File: config.mk
export PLATFORM = sky130hd
export DESIGN_NAME = ffb_fault_status_flag_bank
export DESIGN_NICKNAME = d
export VERILOG_FILES = /design/src/ffb_pkg.sv /design/src/ffb_fault_status_flag_bank.sv
export SDC_FILE = /design/constraint.sdc
export NUM_CORES = 1
export LEC_CHECK = 0
export BUFFER_PORTS_ARGS = -buffer_cell sky130_fd_sc_hd__buf_4
export CORE_MARGIN = 3
export CORE_UTILIZATION = 56
export DETAILED_ROUTE_END_ITERATION = 8
export GPL_ROUTABILITY_DRIVEN = 0
export HOLD_SLACK_MARGIN = 0.15
export PLACE_DENSITY_LB_ADDON = 0.1
export SLEW_MARGIN = 20
export SYNTH_ARGS = -nofsm -noshare
export SYNTH_HDL_FRONTEND = slang
export SYNTH_SLANG_ARGS = --single-unit
File: constraint.sdc
create_clock -name clock -period 1.65 [get_ports clock]
set_input_delay 0.165 -clock clock [delete_from_list [all_inputs] [get_ports clock]]
set_output_delay 0.165 -clock clock [all_outputs]
set_load 0.1 [all_outputs]
File: src/ffb_pkg.sv
/*
  package for the fault status flag bank: register offsets, field
  positions, reset values and reserved-bit masks.
  assumes: an 8-bit register port from the serial control slave.
*/
package ffb_pkg;

  // ------------------------------------------------------------
  // register offsets
  // ------------------------------------------------------------
  localparam logic [7:0] ffb_rail_fault_two_offset = 8'hB3;
  localparam logic [7:0] ffb_critical_temp_offset = 8'hB4;
  localparam logic [7:0] ffb_hot_temp_offset = 8'hB5;
  localparam logic [7:0] ffb_overcurrent_offset = 8'hB6;

  // ------------------------------------------------------------
  // reset values
  // ------------------------------------------------------------
  localparam logic [7:0] ffb_rail_fault_two_reset = 8'h00;
  localparam logic [7:0] ffb_critical_temp_reset = 8'h00;
  localparam logic [7:0] ffb_hot_temp_reset = 8'h00;
  localparam logic [7:0] ffb_overcurrent_reset = 8'h00;

  // ------------------------------------------------------------
  // implemented-bit masks (reserved bits are zero here)
  // ------------------------------------------------------------
  localparam logic [7:0] ffb_rail_fault_two_mask = 8'h1F;
  localparam logic [7:0] ffb_temperature_mask = 8'h1F;
  localparam logic [7:0] ffb_overcurrent_mask = 8'h07;

  // ------------------------------------------------------------
  // rail fault field positions
  // ------------------------------------------------------------
  localparam int ffb_gp_regulator_one_fault_bit = 4;
  localparam int ffb_termination_regulator_fault_bit = 3;
  localparam int ffb_load_switch_b_two_fault_bit = 2;
  localparam int ffb_load_switch_b_one_fault_bit = 1;
  localparam int ffb_regulator_three_fault_bit = 0;

  // ------------------------------------------------------------
  // temperature sensor positions (shared by critical and hot)
  // ------------------------------------------------------------
  localparam int ffb_remaining_die_bit = 4;
  localparam int ffb_termination_regulator_bit = 3;
  localparam int ffb_upper_right_bit = 2;
  localparam int ffb_upper_left_bit = 1;
  localparam int ffb_lower_right_bit = 0;

  // ------------------------------------------------------------
  // overcurrent field positions
  // ------------------------------------------------------------
  localparam int ffb_step_down_six_overcurrent_bit = 2;
  localparam int ffb_step_down_two_overcurrent_bit = 1;
  localparam int ffb_step_down_one_overcurrent_bit = 0;

endpackage

File: src/ffb_fault_status_flag_bank.sv
/*
  fault status flag bank: four sticky write-1-to-clear registers
  collecting rail regulation loss, critical and hot temperature and
  low-side switch overcurrent events.
  assumes: detector inputs are synchronised twice here since they come
  from analog comparators; the register port comes from the serial
  control slave on the same clock, one-cycle write and read strobes.
*/
`timescale 1ns/1ps

// Overview of operation
// [RULE1] gp regulator one loss sets bit 4
// [RULE2] termination regulator loss sets bit 3
// [RULE3] load switch b two loss sets bit 2
// [RULE4] load switch b one loss sets bit 1
// [RULE5] regulator three loss sets bit 0
// [RULE6] rail flag reads 1, write 1 clears
// [RULE7] rail fault register at B3h, resets zero
// [RULE8] critical sensor crossing sets its flag
// [RULE9] critical bits: die, termination, corners
// [RULE10] critical register at B4h, resets zero
// [RULE11] hot sensor crossing sets its flag
// [RULE12] hot bits mapped like critical bits
// [RULE13] hot register at B5h, resets zero
// [RULE14] temperature flag reads 1, write 1 clears
// [RULE15] overcurrent at B6h, bits six, two, one
// [RULE16] overcurrent resets zero, bits 7-3 reserved
// [RULE17] overcurrent flag reads 1, write 1 clears
// [RULE18] flags sticky; writing 0 leaves unchanged
// [RULE19] reserved bits read zero, ignore writes
// [RULE20] set wins over simultaneous clear
module ffb_fault_status_flag_bank
  import ffb_pkg::*;
(
  // clock and reset
  input wire logic clock,
  input wire logic reset,
  // register port
  input wire logic [7:0] reg_address,
  input wire logic reg_write,
  input wire logic [7:0] reg_write_data,
  input wire logic reg_read,
  output logic [7:0] reg_read_data,
  output logic reg_read_valid,
  // rail regulation loss detectors, bit per rail
  input wire logic gp_regulator_one_fault,
  input wire logic termination_regulator_fault,
  input wire logic load_switch_b_two_fault,
  input wire logic load_switch_b_one_fault,
  input wire logic regulator_three_fault,
  // temperature sensors above critical threshold, bit 4 down to 0
  input wire logic [4:0] sensor_above_critical_threshold,
  // temperature sensors above hot threshold, same ordering
  input wire logic [4:0] sensor_above_hot_threshold,
  // low-side switch overcurrent detectors
  input wire logic step_down_six_overcurrent,
  input wire logic step_down_two_overcurrent,
  input wire logic step_down_one_overcurrent
);

  // ------------------------------------------------------------
  // helper functions
  // ------------------------------------------------------------

  // next value of a sticky w1c flag byte; set beats clear
  function automatic logic [7:0] sticky_next(input logic [7:0] current,
                                             input logic [7:0] events,
                                             input logic [7:0] clear,
                                             input logic [7:0] mask);
    logic [7:0] result;
    result = ((current & ~clear) | events) & mask;
    return result;
  endfunction

  // ------------------------------------------------------------
  // detector synchronisers
  // ------------------------------------------------------------
  // detectors are asynchronous to the register clock; two flops each.
  // the first stage is read by the second stage only.
  logic [17:0] detect_meta; // first stage
  logic [17:0] detect_sync; // second stage, safe to use
  logic [17:0] detect_raw; // gathered detector pins

  assign detect_raw = {step_down_six_overcurrent, step_down_two_overcurrent,
                       step_down_one_overcurrent, sensor_above_hot_threshold,
                       sensor_above_critical_threshold, gp_regulator_one_fault,
                       termination_regulator_fault, load_switch_b_two_fault,
                       load_switch_b_one_fault, regulator_three_fault};

  // two-flop capture of all detectors
  always_ff @(posedge clock) begin
    if (reset) begin
      detect_meta <= '0;
      detect_sync <= '0;
    end else begin
      detect_meta <= detect_raw;
      detect_sync <= detect_meta;
    end
  end

  // ------------------------------------------------------------
  // event vectors per register
  // ------------------------------------------------------------
  logic [7:0] rail_events; // regulation loss events
  logic [7:0] critical_events; // critical temperature events
  logic [7:0] hot_events; // hot temperature events
  logic [7:0] overcurrent_events; // low-side overcurrent events

  // [RULE1] gp regulator one placement
  // [RULE2] termination regulator placement
  // [RULE3] load switch b two placement
  // [RULE4] load switch b one placement
  // [RULE5] regulator three placement
  always_comb begin
    rail_events = 8'h00;
    rail_events[ffb_gp_regulator_one_fault_bit] = detect_sync[4];
    rail_events[ffb_termination_regulator_fault_bit] = detect_sync[3];
    rail_events[ffb_load_switch_b_two_fault_bit] = detect_sync[2];
    rail_events[ffb_load_switch_b_one_fault_bit] = detect_sync[1];
    rail_events[ffb_regulator_three_fault_bit] = detect_sync[0];
  end

  // [RULE8] critical sensor events
  // [RULE9] critical bit mapping
  always_comb begin
    critical_events = 8'h00;
    critical_events[ffb_remaining_die_bit] = detect_sync[9];
    critical_events[ffb_termination_regulator_bit] = detect_sync[8];
    critical_events[ffb_upper_right_bit] = detect_sync[7];
    critical_events[ffb_upper_left_bit] = detect_sync[6];
    critical_events[ffb_lower_right_bit] = detect_sync[5];
  end

  // [RULE11] hot sensor events
  // [RULE12] hot shares critical mapping
  always_comb begin
    hot_events = 8'h00;
    hot_events[ffb_remaining_die_bit] = detect_sync[14];
    hot_events[ffb_termination_regulator_bit] = detect_sync[13];
    hot_events[ffb_upper_right_bit] = detect_sync[12];
    hot_events[ffb_upper_left_bit] = detect_sync[11];
    hot_events[ffb_lower_right_bit] = detect_sync[10];
  end

  // [RULE15] overcurrent bit placement
  always_comb begin
    overcurrent_events = 8'h00;
    overcurrent_events[ffb_step_down_six_overcurrent_bit] = detect_sync[17];
    overcurrent_events[ffb_step_down_two_overcurrent_bit] = detect_sync[16];
    overcurrent_events[ffb_step_down_one_overcurrent_bit] = detect_sync[15];
  end

  // ------------------------------------------------------------
  // write decode
  // ------------------------------------------------------------
  logic [7:0] rail_clear; // clear strobes per register
  logic [7:0] critical_clear;
  logic [7:0] hot_clear;
  logic [7:0] overcurrent_clear;

  // write data acts only as clear strobes; zeros are harmless
  always_comb begin
    rail_clear = 8'h00;
    critical_clear = 8'h00;
    hot_clear = 8'h00;
    overcurrent_clear = 8'h00;
    if (reg_write) begin
      case (reg_address)
        ffb_rail_fault_two_offset: rail_clear = reg_write_data;
        ffb_critical_temp_offset: critical_clear = reg_write_data;
        ffb_hot_temp_offset: hot_clear = reg_write_data;
        ffb_overcurrent_offset: overcurrent_clear = reg_write_data;
        default: rail_clear = 8'h00;
      endcase
    end
  end

  // ------------------------------------------------------------
  // flag registers
  // ------------------------------------------------------------
  logic [7:0] rail_fault_status_two; // rail regulation loss flags
  logic [7:0] critical_temperature_status; // critical temperature flags
  logic [7:0] hot_temperature_status; // hot temperature flags
  logic [7:0] overcurrent_status; // overcurrent flags

  // [RULE7] rail register resets zero
  // [RULE6] rail write one clears
  always_ff @(posedge clock) begin
    if (reset) begin
      rail_fault_status_two <= ffb_rail_fault_two_reset;
    end else begin
      rail_fault_status_two <= sticky_next(rail_fault_status_two, rail_events,
                                           rail_clear, ffb_rail_fault_two_mask);
    end
  end

  // [RULE10] critical register resets zero
  // [RULE14] temperature write one clears
  always_ff @(posedge clock) begin
    if (reset) begin
      critical_temperature_status <= ffb_critical_temp_reset;
    end else begin
      critical_temperature_status <= sticky_next(critical_temperature_status,
                                                 critical_events, critical_clear,
                                                 ffb_temperature_mask);
    end
  end

  // [RULE13] hot register resets zero
  // [RULE18] sticky until cleared
  always_ff @(posedge clock) begin
    if (reset) begin
      hot_temperature_status <= ffb_hot_temp_reset;
    end else begin
      hot_temperature_status <= sticky_next(hot_temperature_status, hot_events,
                                            hot_clear, ffb_temperature_mask);
    end
  end

  // [RULE16] overcurrent resets zero, reserved masked
  // [RULE17] overcurrent write one clears
  // [RULE20] set beats clear
  always_ff @(posedge clock) begin
    if (reset) begin
      overcurrent_status <= ffb_overcurrent_reset;
    end else begin
      overcurrent_status <= sticky_next(overcurrent_status, overcurrent_events,
                                        overcurrent_clear, ffb_overcurrent_mask);
    end
  end

  // ------------------------------------------------------------
  // read path
  // ------------------------------------------------------------
  logic [7:0] next_read_data; // selected register

  // [RULE19] reserved bits read zero
  always_comb begin
    case (reg_address)
      ffb_rail_fault_two_offset: next_read_data = rail_fault_status_two;
      ffb_critical_temp_offset: next_read_data = critical_temperature_status;
      ffb_hot_temp_offset: next_read_data = hot_temperature_status;
      ffb_overcurrent_offset: next_read_data = overcurrent_status;
      // other offsets belong to other banks; answer zero
      default: next_read_data = 8'h00;
    endcase
  end

  // registered read answer, one cycle after the strobe
  always_ff @(posedge clock) begin
    if (reset) begin
      reg_read_data <= 8'h00;
      reg_read_valid <= 1'b0;
    end else begin
      reg_read_valid <= reg_read;
      if (reg_read) begin
        reg_read_data <= next_read_data;
      end
    end
  end

  // ------------------------------------------------------------
  // assertions
  // ------------------------------------------------------------
  a_rail_event_sets: assert property ( // [RULE1]
    @(posedge clock) disable iff (reset)
    detect_sync[4] |=> rail_fault_status_two[4])
    else $error("rail bit 4 not set after event");

  a_termination_sets: assert property ( // [RULE2]
    @(posedge clock) disable iff (reset)
    $rose(termination_regulator_fault) |-> ##3 rail_fault_status_two[3])
    else $error("rail bit 3 not set three cycles after detector");

  a_rail_sticky_hold: assert property ( // [RULE18]
    @(posedge clock) disable iff (reset)
    (rail_fault_status_two[2] && !(reg_write && reg_address == ffb_rail_fault_two_offset
      && reg_write_data[2])) |=> rail_fault_status_two[2])
    else $error("rail flag dropped without clear");

  a_rail_clear_works: assert property ( // [RULE6]
    @(posedge clock) disable iff (reset)
    (reg_write && reg_address == ffb_rail_fault_two_offset
      && reg_write_data[1] && !detect_sync[1])
    |=> !rail_fault_status_two[1])
    else $error("rail flag not cleared by write one");

  a_set_beats_clear: assert property ( // [RULE20]
    @(posedge clock) disable iff (reset)
    (reg_write && reg_address == ffb_overcurrent_offset
      && reg_write_data[0] && detect_sync[15])
    |=> overcurrent_status[0])
    else $error("clear beat a simultaneous set");

  a_critical_sets: assert property ( // [RULE9]
    @(posedge clock) disable iff (reset)
    detect_sync[9] |=> critical_temperature_status[4])
    else $error("critical die flag not set");

  a_hot_clear_works: assert property ( // [RULE14]
    @(posedge clock) disable iff (reset)
    (reg_write && reg_address == ffb_hot_temp_offset
      && reg_write_data[3] && !detect_sync[13])
    |=> !hot_temperature_status[3])
    else $error("hot flag not cleared");

  a_reserved_zero: assert property ( // [RULE19]
    @(posedge clock) disable iff (reset)
    reg_read_valid |-> (reg_read_data[7:5] == 3'b000))
    else $error("reserved bits read nonzero");

  a_overcurrent_read: assert property ( // [RULE15]
    @(posedge clock) disable iff (reset)
    (reg_read && reg_address == ffb_overcurrent_offset)
      |=> reg_read_data == $past(overcurrent_status))
    else $error("overcurrent read mismatch");

endmodule

==> load_flow_metrics.sql <==
INSERT INTO impl_metrics (metric_group, metric, value, unit) VALUES
('placement', 'io_buffers', '40', ''),
('global_route', 'grt.met2_usage', '31.3', '%'),
('global_route', 'grt_pass1_vias', '1431', ''),
('timing', 'timing.final.crit_share', '76.1', '%'),
('timing', 'unrepaired_setup_endpoints_after_global_routing', 'false', ''),
('synthesis', 'syn-mean-instance-area', '10.1', 'um^2'),
('clock_network', 'root_buffer', 'sky130_fd_sc_hd__clkbuf_8', ''),
('die', 'floorplan.core_area', '0.00344', 'mm^2'),
('synthesis', 'synthDominantAreaCellType', 'sky130_fd_sc_hd__dfxtp_1', ''),
('synthesis', 'synth_sequential_area_ratio', '58.5', '%'),
('synthesis', 'post_synth_fa_ha_maj_area_fraction', '0', '%'),
('synthesis', 'syn-cell-area', '0.00205', 'mm^2'),
('synthesis', 'synthesis.instances', '203', ''),
('die', 'dieArea', '0.00443', 'mm^2'),
('timing', 'min_period', '1260', 'ps'),
('setup_path', 'timing.critical_path.fanout_max', '3', ''),
('setup_path', 'number_of_cells_on_the_worst_reg_to_reg_path', '3', ''),
('clock_network', 'cts_post_setup_buffers_inserted', '0', ''),
('layout', 'area_delta_synth_final', '33.6', '%'),
('synthesis', 'post_synthesis_register_bit_count', '60', ''),
('timing', 'tns', '0', 'ps'),
('global_route', 'use_met3', '5.23', '%'),
('timing', 'clock-skew-final', '4.25', 'ps'),
('drt', 'via_count', '1545', ''),
('die', 'floorplan.die.width', '66.6', 'um'),
('synthesis', 'synth.top_cells.by_area', 'sky130_fd_sc_hd__dfxtp_1 (59%), sky130_fd_sc_hd__nor2b_1 (12%), sky130_fd_sc_hd__nor2_1 (5.1%), sky130_fd_sc_hd__a211oi_1 (4.8%), sky130_fd_sc_hd__a22o_1 (2.1%)', ''),
('synthesis', 'yosys-mux-area-fraction', '0', '%'),
('layout', 'nets', '306', ''),
('synthesis', 'synth_compound_gate_area_share', '14.1', '%'),
('power', 'pwr_density_cell', '1050', 'mW/mm^2'),
('timing', 'finalHoldViolations', '0', ''),
('setup_path', 'start_kind', 'input port', ''),
('layout', 'ff_latch_area', '0.00120', 'mm^2'),
('layout', 'final_area', '0.00274', 'mm^2'),
('clock_network', 'cts-root-to-sink-buffers', '2', ''),
('clock_network', 'holdBufCountCts', '20', ''),
('timing', 'worst-slew-pin-transition', '505', 'ps'),
('layout', 'final_layout_size_suffix_gt1_share', '21.2', '%'),
('global_route', 'antenna_violations_before_repair', '0', ''),
('synthesis', 'synth_cell_type_count', '27', ''),
('clock_network', 'ctsHtreeMaxLevel', '3', ''),
('drt', 'detail_route.drc_violations', '0', ''),
('clock_network', 'number_of_gates_resized_after_cts', '0', ''),
('power', 'leakage', '1.14', 'nW'),
('synthesis', 'synth_xor_xnor_area_share', '0.427', '%'),
('placement', 'dpl.hpwl', '2500', 'um'),
('die', 'design.portCount', '47', ''),
('clock_network', 'insertion_delay', '310', 'ps'),
('global_route', 'grt.met1_usage', '21.9', '%'),
('setup_path', 'critPathCaptureType', 'register', ''),
('drt', 'via_cell_ratio', '4.84', ''),
('synthesis', 'synth-simple-area-share', '23.0', '%'),
('outcome', 'run_status', 'finished, final reports clean', ''),
('placement', 'dp_worst_setup_slack', '376', 'ps'),
('timing', 'worst_slack', '395', 'ps'),
('timing', 'slew-limit-headroom', '66.3', '%'),
('die', 'floorplan.rows', '21', ''),
('global_route', 'grt_pass1_wl', '6230', 'um'),
('clock_network', 'clock_input_transition_at_the_sequential_cells_of_the_worst_setup_and_hold_paths', '60', 'ps'),
('drt', 'drt_first_pass_iters', '6', ''),
('drt', 'routed_wire_length_per_instance', '12.2', 'um'),
('layout', 'multi_input_area', '781', 'um^2'),
('placement', 'placedInstanceArea', '0.00238', 'mm^2'),
('setup_path', 'source_of_the_worst_register_to_register_timing_path', 'hot_temperature_status[1]', ''),
('synthesis', 'combinational_family_with_the_most_area_after_synthesis', 'simple AND/OR/NAND/NOR gates', ''),
('setup_path', 'crit-reg2reg-capture', 'reg_read_data[1]', ''),
('die', 'fp.dieH', '66.6', 'um'),
('setup_path', 'reg2reg_slack', '680', 'ps'),
('run', 'max_cap_viol_count', '0', ''),
('layout', 'filler_cell_count', '225', ''),
('global_route', 'gr_usage_total', '18.9', '%');
==> worst max-delay path, stage by stage <==
cell,delay (ps)
sky130_fd_sc_hd__dlygate4sd3_1,540
sky130_fd_sc_hd__buf_4,150
sky130_fd_sc_hd__nor2b_1,110
sky130_fd_sc_hd__dlygate4sd3_1,550
==> cell families after synthesis <==
kind of cell	Yosys count
buffers and inverters	17
other	1
and+or+nand+nor	83
AOI/OAI and AO/OA	41
DFF	60
xor gates and xnor gates	1
==> Yosys cell counts <==
library cell / instances
sky130_fd_sc_hd__a211oi_1: 13
sky130_fd_sc_hd__conb_1: 1
sky130_fd_sc_hd__clkbuf_1: 5
sky130_fd_sc_hd__inv_1: 7
sky130_fd_sc_hd__nor3b_2: 1
sky130_fd_sc_hd__nand4b_4: 1
sky130_fd_sc_hd__buf_1: 1
sky130_fd_sc_hd__nor3_1: 1
sky130_fd_sc_hd__o21ai_0: 5
sky130_fd_sc_hd__nor2b_1: 38
sky130_fd_sc_hd__a32oi_1: 5
sky130_fd_sc_hd__nor3_2: 1
sky130_fd_sc_hd__buf_4: 4
sky130_fd_sc_hd__nor2b_4: 1
sky130_fd_sc_hd__dfxtp_1: 60
sky130_fd_sc_hd__a22oi_1: 3
sky130_fd_sc_hd__and4b_1: 1
sky130_fd_sc_hd__a21oi_1: 5
sky130_fd_sc_hd__a22o_1: 5
sky130_fd_sc_hd__xor2_1: 1
sky130_fd_sc_hd__nand2_1: 7
sky130_fd_sc_hd__and3_1: 1
sky130_fd_sc_hd__and3b_1: 1
sky130_fd_sc_hd__o22ai_1: 5
sky130_fd_sc_hd__nor2_1: 28
sky130_fd_sc_hd__nand3_1: 1
sky130_fd_sc_hd__and2b_1: 1
==> report_power, final <==
part | switching (mW) | leakage, nW | internal, mW
Clock | 0.491 | 0.0844 | 0.583
Sequential | 0.0258 | 0.494 | 1.52
Combinational | 0.137 | 0.559 | 0.139
Total | 0.654 | 1.14 | 2.24
==> metrics by stage <==
stage | cells | total power [mW] | utilization, % | hold slack (ps)
floorplan | 205 | 1.72 | - | 243
global placement | 283 | 1.80 | 69.2 | 350
detailed placement | 283 | 1.81 | 69.2 | 358
CTS | 319 | 2.90 | 79.7 | 200
global route | 319 | 3.00 | 79.7 | 238
finish | 319 | 2.89 | 79.7 | 207
==> area by class of cell <==
class	instances	share of cell area, %
Clock buffer	14	5.56
Timing Repair Buffer	62	18.8
Multi-Input combinational cell	128	28.5
Inverter	7	0.958
Sequential cell	60	43.8
Clock inverter	2	0.365
Tap cell	46	2.10
==> per-layer routing <==
metal / routed length, um / vias to the layer above
met2: 1880 / 55
met1: 1680 / 672
met3: 262 / 7
li1: - / 811
met5: 0 / -
met4: 62 / 0
==> worst min path at each step <==
stage	slack [ps]	from	cells past startpoint	to
floorplan	240	reset	1	reg_read_valid
global placement	350	reset	2	reg_read_valid
detailed placement	360	reset	2	reg_read_valid
CTS	200	reg_write_data[4]	4	critical_temperature_status[4]
global route	240	reg_write_data[3]	4	critical_temperature_status[3]
finish	210	reg_write_data[4]	4	critical_temperature_status[4]
==> sequential cells by signal (all words and copies together), names as in the netlist <==
signal,flops
hot_temperature_status,5
detect_meta,18
detect_sync,18
critical_temperature_status,5
rail_fault_status_two,5
overcurrent_status,3
reg_read_data,5
reg_read_valid,1
==> layout by cell type, fill, tap and decap left out <==
master	n
sky130_fd_sc_hd__a22oi_1	3
sky130_fd_sc_hd__clkinv_2	2
sky130_fd_sc_hd__nor3_1	1
sky130_fd_sc_hd__clkbuf_1	4
sky130_fd_sc_hd__nor2b_4	1
sky130_fd_sc_hd__and2b_1	1
sky130_fd_sc_hd__nor3b_2	1
sky130_fd_sc_hd__dlygate4sd3_1	20
sky130_fd_sc_hd__and3_1	1
sky130_fd_sc_hd__nor3_2	1
sky130_fd_sc_hd__and3b_1	1
sky130_fd_sc_hd__and4b_1	1
sky130_fd_sc_hd__a211oi_1	13
sky130_fd_sc_hd__nand3_1	1
sky130_fd_sc_hd__o21ai_0	5
sky130_fd_sc_hd__a32oi_1	5
sky130_fd_sc_hd__dfxtp_1	60
sky130_fd_sc_hd__nor2b_1	38
sky130_fd_sc_hd__o22ai_1	5
sky130_fd_sc_hd__a22o_1	5
sky130_fd_sc_hd__a21oi_1	5
sky130_fd_sc_hd__nor2_1	28
sky130_fd_sc_hd__nand2_1	7
sky130_fd_sc_hd__xor2_1	1
sky130_fd_sc_hd__buf_4	42
sky130_fd_sc_hd__inv_1	7
sky130_fd_sc_hd__clkbuf_8	10
sky130_fd_sc_hd__conb_1	3
sky130_fd_sc_hd__nand4b_4	1
(Power assumes the default switching activity.)
